$ cat src/chc_params.svh
// register offsets, reset values and field positions of the completion block
`ifndef CHC_PARAMS_SVH
`define CHC_PARAMS_SVH
`define CHC_OFS_CTRL 8'h00
`define CHC_OFS_STATE 8'h04
`define CHC_OFS_INT_STAT 8'h08
`define CHC_OFS_INT_CLR 8'h0c
`define CHC_OFS_INT_EN 8'h10
`define CHC_OFS_SKIP_CNT 8'h14
`define CHC_CTRL_RST 32'h0000_0001
`define CHC_INT_EN_RST 5'h00
`define CHC_CTRL_ENABLE 0
`define CHC_CTRL_COLOUR 1
`define CHC_EVT_PARITY 0
`define CHC_EVT_DROP 1
`define CHC_EVT_SKIP 2
`define CHC_EVT_WRDONE 3
`define CHC_EVT_RSVD 4
`define CHC_EVT_W 5
`define CHC_KIND_NO_WAIT 2'b00
`define CHC_KIND_DEFERRED 2'b01
`define CHC_KIND_RSVD 2'b10
`define CHC_KIND_HAS_PLD 2'b11
`endif

$ cat src/chc_pkg.sv
// types shared by the completion and status block
package chc_pkg;
    typedef enum logic [1:0] {
        ST_IDLE = 2'b00,
        ST_WAIT = 2'b01,
        ST_SEND = 2'b10
    } chc_state_e;

    // control fields travelling with a completion entry
    typedef struct packed {
        logic [10:0] queue;
        logic marker;
        logic user_trig;
        logic [2:0] port;
        logic [1:0] cmpl_wait_kind;
        logic [15:0] awaited_payload_tag;
        logic [2:0] colour_bit_select;
        logic [2:0] fault_bit_select;
        logic marker_skip_write;
        logic [1:0] cmpl_entry_length;
    } chc_cmpl_ctrl_s;

    // per-descriptor outcome from the engine's payload path
    typedef struct packed {
        logic valid;
        logic [10:0] queue;
        logic drop;
        logic last;
        logic has_cmpt;
        logic fault;
    } chc_desc_evt_s;

    // write completion returned for a payload write request
    typedef struct packed {
        logic valid;
        logic last;
        logic [15:0] tag;
    } chc_wr_cpl_s;
endpackage

$ cat src/chc_cmpl_status.sv
// card-to-host completion entry port and status reporting
//
// The placing of the registers and the APB slave port were decided locally.
`timescale 1ns/1ps
`include "chc_params.svh"

// Function
// (RL1) kind 00: forward entry without waiting
// (RL2) kind 01: hold entry until payload sent
// (RL3) kind 11: send after own payload; 10 reserved
// (RL4) wait for the supplied payload tag
// (RL5) colour index selects colour bit position
// (RL6) error index selects error bit position
// (RL7) suppress input drops marker entries
// (RL8) user holds valid until ready
// (RL9) drop flag: 1 dropped, 0 accepted
// (RL10) completion flag 0 if dropped or none
// (RL11) error flag follows descriptor fault
// (RL12) one pulse per packet on write done
// (RL13) size code 8, 16, 32, 64 bytes
// (RL14) odd parity per 32-bit data slice
// (RL15) status valid one cycle per descriptor
// (RL16) entry taken when valid and ready high
module chc_cmpl_status #(
    parameter int DATA_W = 512,
    parameter int ADDR_W = 8
) (
    input wire logic clock, // 10 MHz block clock
    input wire logic rst_n, // async reset, active low
    input wire logic psel, // apb select
    input wire logic penable, // apb access phase
    input wire logic pwrite, // apb direction
    input wire logic [ADDR_W-1:0] paddr, // apb byte address
    input wire logic [31:0] pwdata, // apb write data
    output logic [31:0] prdata, // apb read data
    output logic pready, // apb ready
    output logic pslverr, // apb error on unmapped
    input wire logic cmpl_in_valid, // entry offered
    output logic cmpl_in_ready, // entry accepted
    input wire logic [DATA_W-1:0] cmpl_in_data, // entry body
    input wire logic [DATA_W/32-1:0] cmpl_slice_parity, // odd parity
    input wire chc_pkg::chc_cmpl_ctrl_s cmpl_in_ctrl, // entry controls
    output logic ring_out_valid, // entry to host ring
    input wire logic ring_out_ready, // host ring takes entry
    output logic [DATA_W-1:0] ring_out_data, // entry body out
    output logic [6:0] ring_out_bytes, // entry length in bytes
    output logic [10:0] ring_out_queue, // entry queue
    input wire chc_pkg::chc_desc_evt_s desc_evt, // descriptor outcome
    input wire chc_pkg::chc_wr_cpl_s pay_wr_cpl, // payload write cpl
    output logic card_host_stat_valid, // status strobe
    output logic [10:0] card_host_stat_queue, // status queue
    output logic card_host_stat_discarded, // packet dropped
    output logic card_host_stat_final_desc, // last descriptor
    output logic card_host_stat_has_entry, // packet has completion
    output logic card_host_stat_desc_fault, // descriptor error
    output logic payload_write_done_pulse, // last write completed
    output logic irq // level interrupt
);
    localparam int SLICES = DATA_W / 32;

    // number of 32-bit slices an entry of this size code covers
    function automatic int slices_of(input logic [1:0] len);
        slices_of = 2 << len; // [RL13]
    endfunction

    // odd parity over the slices that belong to the entry
    function automatic logic parity_bad(input logic [DATA_W-1:0] d,
                                        input logic [SLICES-1:0] p,
                                        input logic [1:0] len);
        logic bad;
        bad = 1'b0;
        for (int i = 0; i < SLICES; i++) begin
            if (i < slices_of(len) && !(^{d[i*32 +: 32], p[i]})) begin
                bad = 1'b1; // [RL14]
            end
        end
        parity_bad = bad;
    endfunction

    // clear slices beyond the entry length
    function automatic logic [DATA_W-1:0] mask_len(
            input logic [DATA_W-1:0] d, input logic [1:0] len);
        logic [DATA_W-1:0] m;
        m = d;
        for (int i = 0; i < SLICES; i++) begin
            if (i >= slices_of(len)) begin
                m[i*32 +: 32] = 32'h0000_0000;
            end
        end
        mask_len = m;
    endfunction

    chc_pkg::chc_state_e state_reg, state_next;
    logic [31:0] ctrl_reg;
    logic [`CHC_EVT_W-1:0] int_stat_reg, int_en_reg;
    logic [15:0] skip_cnt_reg;
    logic [15:0] sent_tag_reg;
    logic sent_seen_reg;
    logic [DATA_W-1:0] entry_reg;
    logic [1:0] len_reg;
    logic [10:0] queue_reg;
    logic [15:0] await_reg;
    logic wdone_reg;
    chc_pkg::chc_desc_evt_s stat_reg;

    wire engine_on = ctrl_reg[`CHC_CTRL_ENABLE];
    wire colour_val = ctrl_reg[`CHC_CTRL_COLOUR];
    wire take = cmpl_in_valid && cmpl_in_ready; // [RL16]
    wire [1:0] kind = cmpl_in_ctrl.cmpl_wait_kind;
    // reserved kind is accepted: handled as no-wait, flagged
    wire kind_rsvd = kind == `CHC_KIND_RSVD; // [RL3]
    wire must_wait = kind == `CHC_KIND_DEFERRED ||
                     kind == `CHC_KIND_HAS_PLD; // [RL2] [RL3]
    wire skip_now = cmpl_in_ctrl.marker &&
                    cmpl_in_ctrl.marker_skip_write; // [RL7]
    wire par_bad = parity_bad(cmpl_in_data, cmpl_slice_parity,
                              cmpl_in_ctrl.cmpl_entry_length);
    wire pay_done = pay_wr_cpl.valid && pay_wr_cpl.last;
    // the last tag completed before the entry arrived still counts
    wire tag_hit = (pay_done && pay_wr_cpl.tag == await_reg) ||
                   (sent_seen_reg && sent_tag_reg == await_reg); // [RL4]

    logic [DATA_W-1:0] entry_built;
    always_comb begin
        entry_built = mask_len(cmpl_in_data,
                               cmpl_in_ctrl.cmpl_entry_length);
        // index 0 means no bit; otherwise the index is the bit position
        if (cmpl_in_ctrl.colour_bit_select != 3'h0) begin
            entry_built[cmpl_in_ctrl.colour_bit_select] = colour_val; // [RL5]
        end
        if (cmpl_in_ctrl.fault_bit_select != 3'h0) begin
            entry_built[cmpl_in_ctrl.fault_bit_select] = par_bad; // [RL6]
        end
    end

    always_comb begin
        state_next = state_reg;
        case (state_reg)
            chc_pkg::ST_IDLE: begin
                if (take && !skip_now) begin
                    state_next = must_wait ? chc_pkg::ST_WAIT
                                           : chc_pkg::ST_SEND; // [RL1]
                end
            end
            chc_pkg::ST_WAIT: begin
                if (tag_hit) begin
                    state_next = chc_pkg::ST_SEND; // [RL2] [RL3] [RL4]
                end
            end
            chc_pkg::ST_SEND: begin
                if (ring_out_ready) begin
                    state_next = chc_pkg::ST_IDLE;
                end
            end
            default: state_next = chc_pkg::ST_IDLE;
        endcase
    end

    // one entry in flight; the user holds valid meanwhile [RL8]
    assign cmpl_in_ready = state_reg == chc_pkg::ST_IDLE && engine_on;
    assign ring_out_valid = state_reg == chc_pkg::ST_SEND;
    assign ring_out_data = entry_reg;
    assign ring_out_bytes = 7'((8 << len_reg)); // [RL13]
    assign ring_out_queue = queue_reg;

    always_ff @(posedge clock or negedge rst_n) begin
        if (!rst_n) begin
            state_reg <= chc_pkg::ST_IDLE;
        end else begin
            state_reg <= state_next;
        end
    end

    always_ff @(posedge clock or negedge rst_n) begin
        if (!rst_n) begin
            entry_reg <= '0;
            len_reg <= 2'h0;
            queue_reg <= 11'h000;
            await_reg <= 16'h0000;
        end else if (take) begin
            entry_reg <= entry_built;
            len_reg <= cmpl_in_ctrl.cmpl_entry_length;
            queue_reg <= cmpl_in_ctrl.queue;
            await_reg <= cmpl_in_ctrl.awaited_payload_tag;
        end
    end

    always_ff @(posedge clock or negedge rst_n) begin
        if (!rst_n) begin
            sent_tag_reg <= 16'h0000;
            sent_seen_reg <= 1'b0;
        end else if (pay_done) begin
            sent_tag_reg <= pay_wr_cpl.tag;
            sent_seen_reg <= 1'b1;
        end
    end

    // registered so the pulse is one clean cycle per packet
    always_ff @(posedge clock or negedge rst_n) begin
        if (!rst_n) begin
            wdone_reg <= 1'b0;
        end else begin
            wdone_reg <= pay_done; // [RL12]
        end
    end
    assign payload_write_done_pulse = wdone_reg;

    always_ff @(posedge clock or negedge rst_n) begin
        if (!rst_n) begin
            stat_reg <= '0;
        end else begin
            stat_reg <= desc_evt; // [RL15]
        end
    end
    assign card_host_stat_valid = stat_reg.valid; // [RL15]
    assign card_host_stat_queue = stat_reg.queue;
    assign card_host_stat_discarded = stat_reg.drop; // [RL9]
    assign card_host_stat_final_desc = stat_reg.last; // [RL15]
    assign card_host_stat_has_entry = !stat_reg.drop &&
                                      stat_reg.has_cmpt; // [RL10]
    assign card_host_stat_desc_fault = stat_reg.fault; // [RL11]

    // events feeding the sticky status bits
    wire [`CHC_EVT_W-1:0] evt;
    assign evt[`CHC_EVT_PARITY] = take && par_bad;
    assign evt[`CHC_EVT_DROP] = desc_evt.valid && desc_evt.last &&
                                desc_evt.drop;
    assign evt[`CHC_EVT_SKIP] = take && skip_now;
    assign evt[`CHC_EVT_WRDONE] = pay_done;
    assign evt[`CHC_EVT_RSVD] = take && kind_rsvd;

    // apb decode; zero wait states
    wire acc = psel && penable;
    wire wr = acc && pwrite;
    wire hit_ctrl = paddr == ADDR_W'(`CHC_OFS_CTRL);
    wire hit_state = paddr == ADDR_W'(`CHC_OFS_STATE);
    wire hit_stat = paddr == ADDR_W'(`CHC_OFS_INT_STAT);
    wire hit_clr = paddr == ADDR_W'(`CHC_OFS_INT_CLR);
    wire hit_en = paddr == ADDR_W'(`CHC_OFS_INT_EN);
    wire hit_cnt = paddr == ADDR_W'(`CHC_OFS_SKIP_CNT);
    wire mapped = hit_ctrl || hit_state || hit_stat || hit_clr ||
                  hit_en || hit_cnt;
    wire [`CHC_EVT_W-1:0] clr_mask = (wr && hit_clr) ?
                                     pwdata[`CHC_EVT_W-1:0] : '0;

    assign pready = 1'b1;
    assign pslverr = acc && !mapped;

    wire wr_ctrl = wr && hit_ctrl;
    wire wr_en = wr && hit_en;
    // a new event wins over a clear in the same cycle
    wire [`CHC_EVT_W-1:0] int_stat_next = (int_stat_reg & ~clr_mask) | evt;

    always_ff @(posedge clock or negedge rst_n) begin
        if (!rst_n) begin
            ctrl_reg <= `CHC_CTRL_RST;
        end else if (wr_ctrl) begin
            ctrl_reg <= {30'h0, pwdata[1:0]};
        end
    end

    always_ff @(posedge clock or negedge rst_n) begin
        if (!rst_n) begin
            int_en_reg <= `CHC_INT_EN_RST;
        end else if (wr_en) begin
            int_en_reg <= pwdata[`CHC_EVT_W-1:0];
        end
    end

    always_ff @(posedge clock or negedge rst_n) begin
        if (!rst_n) begin
            int_stat_reg <= '0;
        end else begin
            int_stat_reg <= int_stat_next;
        end
    end

    always_ff @(posedge clock or negedge rst_n) begin
        if (!rst_n) begin
            skip_cnt_reg <= 16'h0000;
        end else if (evt[`CHC_EVT_SKIP]) begin
            skip_cnt_reg <= skip_cnt_reg + 16'h0001; // [RL7]
        end
    end

    assign irq = |(int_stat_reg & int_en_reg);

    logic [31:0] rd_mux;
    always_comb begin
        rd_mux = 32'h0000_0000;
        if (hit_ctrl) begin
            rd_mux = ctrl_reg;
        end else if (hit_state) begin
            rd_mux = {sent_tag_reg, 13'h0, sent_seen_reg,
                      state_reg};
        end else if (hit_stat) begin
            rd_mux = {27'h0, int_stat_reg};
        end else if (hit_en) begin
            rd_mux = {27'h0, int_en_reg};
        end else if (hit_cnt) begin
            rd_mux = {16'h0000, skip_cnt_reg};
        end
    end

    // read data registered; captured in the setup cycle
    always_ff @(posedge clock or negedge rst_n) begin
        if (!rst_n) begin
            prdata <= 32'h0000_0000;
        end else if (psel && !penable && !pwrite) begin
            prdata <= rd_mux;
        end
    end
endmodule

$ cat config.mk
export PLATFORM = sky130hd
export DESIGN_NAME = chc_cmpl_status
export DESIGN_NICKNAME = d
export VERILOG_FILES = /design/src/chc_pkg.sv /design/src/chc_cmpl_status.sv
export VERILOG_INCLUDE_DIRS = /design/src /design/src/src
export SDC_FILE = /design/constraint.sdc
export NUM_CORES = 1
export LEC_CHECK = 0
export BUFFER_PORTS_ARGS = -buffer_cell sky130_fd_sc_hd__clkbuf_2
export CORE_AREA = 2 2 483 485
export DETAILED_ROUTE_END_ITERATION = 6
export DIE_AREA = 0 0 485 487
export GPL_TIMING_DRIVEN = 1
export PLACE_DENSITY = 0.4
export SLEW_MARGIN = 20
export SYNTH_ARGS = -nofsm -noshare
export SYNTH_HDL_FRONTEND = slang
export SYNTH_SLANG_ARGS = --single-unit
$ cat constraint.sdc
create_clock -name clock -period 3.1 [get_ports clock]
set_input_delay 0.62 -clock clock [delete_from_list [all_inputs] [get_ports clock]]
set_output_delay 0.62 -clock clock [all_outputs]
set_load 0.01 [all_outputs]
==> metrics.txt, run 1 <==
outcome finished clean; Largest register FFs 512; RSZ-0062 raised after global routing false; Yosys reg bits 637; setup repair bufs after CTS 0; clock-pin slew on the worst setup and hold paths 0.06 ns; CP cell instances clkbuf_2 -> xnor2_1 -> xnor2_2 -> xnor2_1 -> xnor2_1 -> xnor3_2 -> nor4_4 -> buf_4 -> a41oi_1 -> or3b_4 -> a22o_1; initial antenna violation count 37; crit path buf inv count 2; Congestion Overflow GR 0; CP endpoint kind flop; Crit path max-delay family XOR/XNOR gates; CTS max path bufs 3; Final nets 5,347; count of final setup violators 0; PD cells 574 mW/mm²; worst-path fanout max 8; synth unique cells 48; Vias 28.5k; Mean Syn Cell Area 9.26 µm²; H-Tree Depth 3; Met2 Routed Length 86,900 µm; CTS tree done; fin util 0.196; Tot Pwr 26.1 mW; Seq/Total Area, Yosys 0.533; final slew viol count 0; CP most frequent cell xnor2_1; Hold Crit Class in2reg; wire per inst 22.6 µm; hold_ws 0.114 ns; Tot GR Track Use 0.145; final period utilization 0.936; Worst-Skew Late Latency 0.71 ns; Leak 24.0 nW; post-route setup slack 0.199 ns; clk sinks 637; most frequent cells in the layout clkbuf_2, nand2_1, dfrtp_1; I/O Pins 1,236; CP max stage delay 0.48 ns; fin cells 7,821; highest metal used met5; WL met3 15,900 µm; Placed Instances 7,633; Final Hold Viols 0; commonest non-fill, non-tap cell in the layout clkbuf_2; Antenna Nets Post-Route 0; M1 wire length 69,200 µm; max-cap viol count 0; Vias/cell 3.64; DR iter-0 viols 1,426; post-DP HPWL 144,000 µm; skew final 0.0419 ns; Initial Util 0.129; final worst path period need 2.90 ns; WL final 176,000 µm; CTS Buf Count 87; largest net degree at the start of global routing 81; clock root cell clkbuf_16; row count 177; Slew headroom 0.439; Core ar. 0.231 mm²; Worst EP required 3.66 ns; vias in the first global route 29.8k; CP max-delay cell or3b_4; P&R area growth vs syn 51.9%; Worst-Margin Slew 0.841 ns; synthesized area 0.0299 mm²; full die area 0.236 mm²; FMAX 345 MHz; critical path class in2reg; Worst setup SP type primary input; first-pass GRT wire length 243,000 µm; Die X 485 µm; setup TNS 0 ns; Pre-Repair DR Iteration Count 7; area post-placement 0.0420 mm²; layout cells sized above 1 0.369; maximum ir drop on the vdd rail 0.344 mV; DRC 0; final instance area 0.0454 mm²; DP Worst Slack -1.59 ns; Post-Syn Instances 3,226; Worst EP arrival 3.46 ns; port bufs 1,200; placer congestion estimate 0.906; Yosys Warn Count 0; die height 487 µm
==> cell usage after synthesis, drive strengths merged <==
cell type	count	area [µm²]
a211oi	1	7.51
a21o	1	7.51
a21oi	5	25.0
a222oi	1	10.0
a22o	28	245
a22oi	3	22.5
a31o	8	70.1
a31oi	1	6.26
a32o	2	20.0
a41oi	1	8.76
and2	3	18.8
and3	6	37.5
and3b	2	17.5
and4	2	17.5
buf	36	199
clkbuf	165	619
conb	2	7.51
dfrtp	636	15900
dfstp	1	26.3
ha	1	12.5
inv	4	15.0
mux2	24	270
mux2i	12	120
nand2	1193	4480
nand2b	3	18.8
nand3	459	2300
nand3b	2	15.0
nand4	4	25.0
nor2	14	52.6
nor2b	6	37.5
nor3	8	40.0
nor3b	7	52.6
nor4	8	56.3
nor4b	1	8.76
o21ai	12	60.1
o31ai	8	60.1
o41ai	1	8.76
or2	2	12.5
or3b	2	17.5
xnor2	470	4120
xnor3	8	180
xor2	73	639
==> power breakdown <==
group          switching [mW]  total (mW)  internal, mW  leakage, nW
clock network            4.36        10.9          6.50         1.49
registers               0.330        9.09          8.76         8.74
logic                    3.37        6.12          2.75         13.8
==> logic make-up after synthesis <==
kind of cell,Yosys count,synth area share
AO/OA/AOI/OAI,72,0.0185
XOR/XNOR,551,0.165
adder cells (fa/ha/maj),1,0.000419
buffers and inverters,205,0.0279
flip-flops,637,0.533
multiplexers,36,0.0131
other,2,0.000251
AND/OR/NAND/NOR,1722,0.241
==> path summary, 6_finish.rpt <==
kind	start	endpoint	slack (ns)	cells after the start
setup / recovery	cmpl_in_data[376]	int_stat_reg[0]	0.20	11
hold / removal	desc_evt[3]	card_host_stat_discarded	0.11	1
setup reg to reg	state_reg[1]	skip_cnt_reg[15]	0.60	8
hold reg to reg	ring_out_data[229]	ring_out_data[229]	0.46	2
max in group asynchronous	rst_n	ring_out_data[317]	1.53	3
min in group asynchronous	rst_n	await_reg[0]	0.52	2
==> area by class of cell <==
cell class	count	area, µm²
flip-flops and latches	637	15900
diodes	12	30.0
inverters	4	15.0
fillers	26000	186000
well taps	3043	3810
clock buffers	119	2450
multi-input cells	2386	13300
clock inverters	42	609
repair buffers	1578	9260
==> per-layer routing <==
layer	track usage	vias to the layer above
met2	0.252	1086
met1	0.164	13800
met4	0.0382	22
li1	-	13300
met3	0.0572	228
met5	0	-
==> worst register-to-register path, stage by stage, from the launching register on <==
cell     delay, ns
dfrtp_1       0.44
nor2_1        0.21
and3_4        0.23
and3_1        0.33
and4_1        0.31
and4_1        0.30
nor2b_1       0.28
nand3_1       0.14
xnor2_1       0.14
==> repair_timing <==
action,in CTS,in global routing
gates resized for setup,16,3
hold endpoints to repair,42,0
endpoints found under the setup margin,8,8
pin swaps,8,3
hold buffers,16,0
No activity file was read; power rests on OpenSTA's default activity.
==> run 2, diff against run 1 <==
- CELL_PAD_IN_SITES_DETAIL_PLACEMENT: unset -> 1
- CELL_PAD_IN_SITES_GLOBAL_PLACEMENT: unset -> 1
- CORE_AREA: 2 2 483 485 -> 2 2 486 488
- DIE_AREA: 0 0 485 487 -> 0 0 488 490
- PLACE_DENSITY: 0.4 -> unset
- PLACE_DENSITY_LB_ADDON: unset -> 0.1
==> run 2 against run 1 <==
Compared with the run above:
- utilization barely moved
- count of clock-buffer cells in the layout rose by 33
- non-clock buffer count rose by 25
- die area rose by 1.2%
- power rose by 2.1%
- flip-flop and latch count did not move
- setup slack got worse by 0.13 ns
==> metrics.txt, run 2 (synthesis results as in run 1) <==
worst hold endpoint await_reg[6]; Tot GR Track Use 0.151; Final Hold Viols 0; CTS Buf Count 94; DP Worst Slack -1.43 ns; Hold Crit Class in2reg; critical path class in2reg; CP max-delay cell xnor3_2; Reg-to-Reg Start state_reg[1]; post-DP HPWL 147,000 µm; clock root cell clkbuf_16; Pre-Repair DR Iteration Count 4; layout cells sized above 1 0.370; maximum ir drop on the vdd rail 0.376 mV; CP cell instances clkbuf_2 -> xnor2_1 -> buf_4 -> xnor2_1 -> xnor2_1 -> xnor2_1 -> xnor3_2 -> nor4_4 -> buf_4 -> a41oi_1 -> or3b_4 -> a31o_1; Worst EP arrival 3.64 ns; FMAX 330 MHz; largest net degree at the start of global routing 129; setup TNS 0 ns; Largest register FFs 512; Vias 28.5k; CP max stage delay 0.49 ns; Congestion Overflow GR 0; PD cells 581 mW/mm²; final worst path period need 3.03 ns; Worst-Skew Late Latency 0.74 ns; Worst-Margin Slew 0.974 ns; fin cells 7,972; Final nets 5,379; P&R area growth vs syn 53.4%; full die area 0.239 mm²; row count 178; initial antenna violation count 86; wire per inst 23.2 µm; R2R Path End skip_cnt_reg[15]; hold_ws 0.0962 ns; R2R depth 8; Slew headroom 0.350; DRC 0; die height 490 µm; vias in the first global route 31.2k; port bufs 1,200; hold path depth 3; CTS tree done; RSZ-0062 raised after global routing false; worst-path fanout max 8; H-Tree Depth 3; post-route setup slack 0.0685 ns; I/O Pins 1,236; clock-pin slew on the worst setup and hold paths 0.06 ns; count of final setup violators 0; CP most frequent cell xnor2_1; DR iter-0 viols 1,099; placer congestion estimate 0.793; final slew viol count 0; Vias/cell 3.57; first-pass GRT wire length 256,000 µm; final period utilization 0.978; Worst EP required 3.70 ns; CP endpoint kind flop; skew final 0.0265 ns; Worst setup SP type primary input; worst reg2reg setup slack 0.57 ns; hold path startpoint cmpl_in_ctrl[15]; WL final 185,000 µm; clk sinks 637; Leak 24.2 nW; outcome finished clean; CTS max path bufs 3; commonest non-fill, non-tap cell in the layout clkbuf_2; Placed Instances 7,757; Core ar. 0.234 mm²; Initial Util 0.128; Antenna Nets Post-Route 0; Die X 488 µm; max-cap viol count 0; most frequent cells in the layout clkbuf_2, nand2_1, dfrtp_1
run 2: changes by cell type in the layout (fill, tap and decap cells not counted), moves of 2 or more:
cell	delta
buf_4	+17
bufinv_16	-7
clkbuf_1	+13
clkbuf_16	+8
clkbuf_8	+12
clkinv_16	-2
clkinv_2	-3
clkinv_4	-2
clkinvlp_4	-4
diode_2	+4
dlygate4sd3_1	+8
xor2_1	-2
xor2_2	+2
run 2: worst max-delay path by stage:
stage                           start          endpoint  slack [ns]  cells past startpoint
floorplan           cmpl_in_data[458]   int_stat_reg[0]        0.27                     10
global placement    cmpl_in_data[323]   int_stat_reg[0]       -1.48                     13
detailed placement  cmpl_in_data[323]   int_stat_reg[0]       -1.43                     13
CTS                 cmpl_in_data[128]  ring_out_data[4]       0.005                     13
global route        cmpl_in_data[471]  ring_out_data[4]        0.02                     12
finish              cmpl_in_data[345]  ring_out_data[4]        0.07                     12
run 2: worst max-delay path, delay by kind of cell:
kind / cells / cell delay [ns]
XOR/XNOR: 5 / 1.25
AO/OA/AOI/OAI: 2 / 0.36
buffers and inverters: 3 / 0.45
AND/OR/NAND/NOR: 2 / 0.95
run 2: power by group:
part,internal [mW],leakage [nW],total [mW],switching [mW]
Combinational,2.83,13.9,6.27,3.44
Sequential,8.76,8.74,9.06,0.300
Clock,6.65,1.56,11.3,4.62
run 2: timing repair:
item	4_1_cts	5_1_grt
hold buffers	24	0
setup buffers	0	0
pin swaps	8	6
endpoints found under the hold margin	47	0
gates resized for setup	18	3
endpoints found under the setup margin	8	8
run 2: routing by layer:
| metal | routed length (µm) | vias up | GRT usage |
|---|---|---|---|
| met5 | 617 | - | 0 |
| met4 | 3530 | 100 | 0.0335 |
| met3 | 16100 | 278 | 0.0604 |
| met2 | 90700 | 866 | 0.262 |
| met1 | 74200 | 13900 | 0.174 |
| li1 | - | 13400 | - |
run 2: layout make-up:
cell class                 count  area (µm²)
multi-input combinational   2386       13300
tap                         3150        3940
clock buffer                 152        2860
antenna                       16        40.0
timing repair buffer        1603        9460
fill                       27600      188000
sequential                   637       15900
inverter                       4        15.0
clock inverter                24         288
run 2: stage by stage:
stage,util,power (mW),instance area [µm²]
global placement,0.181,15.6,42300
floorplan,-,11.8,29900
detailed placement,0.181,15.6,42300
finish,0.196,26.6,45800
global route,0.196,28.1,45800
CTS,0.196,27.5,45800
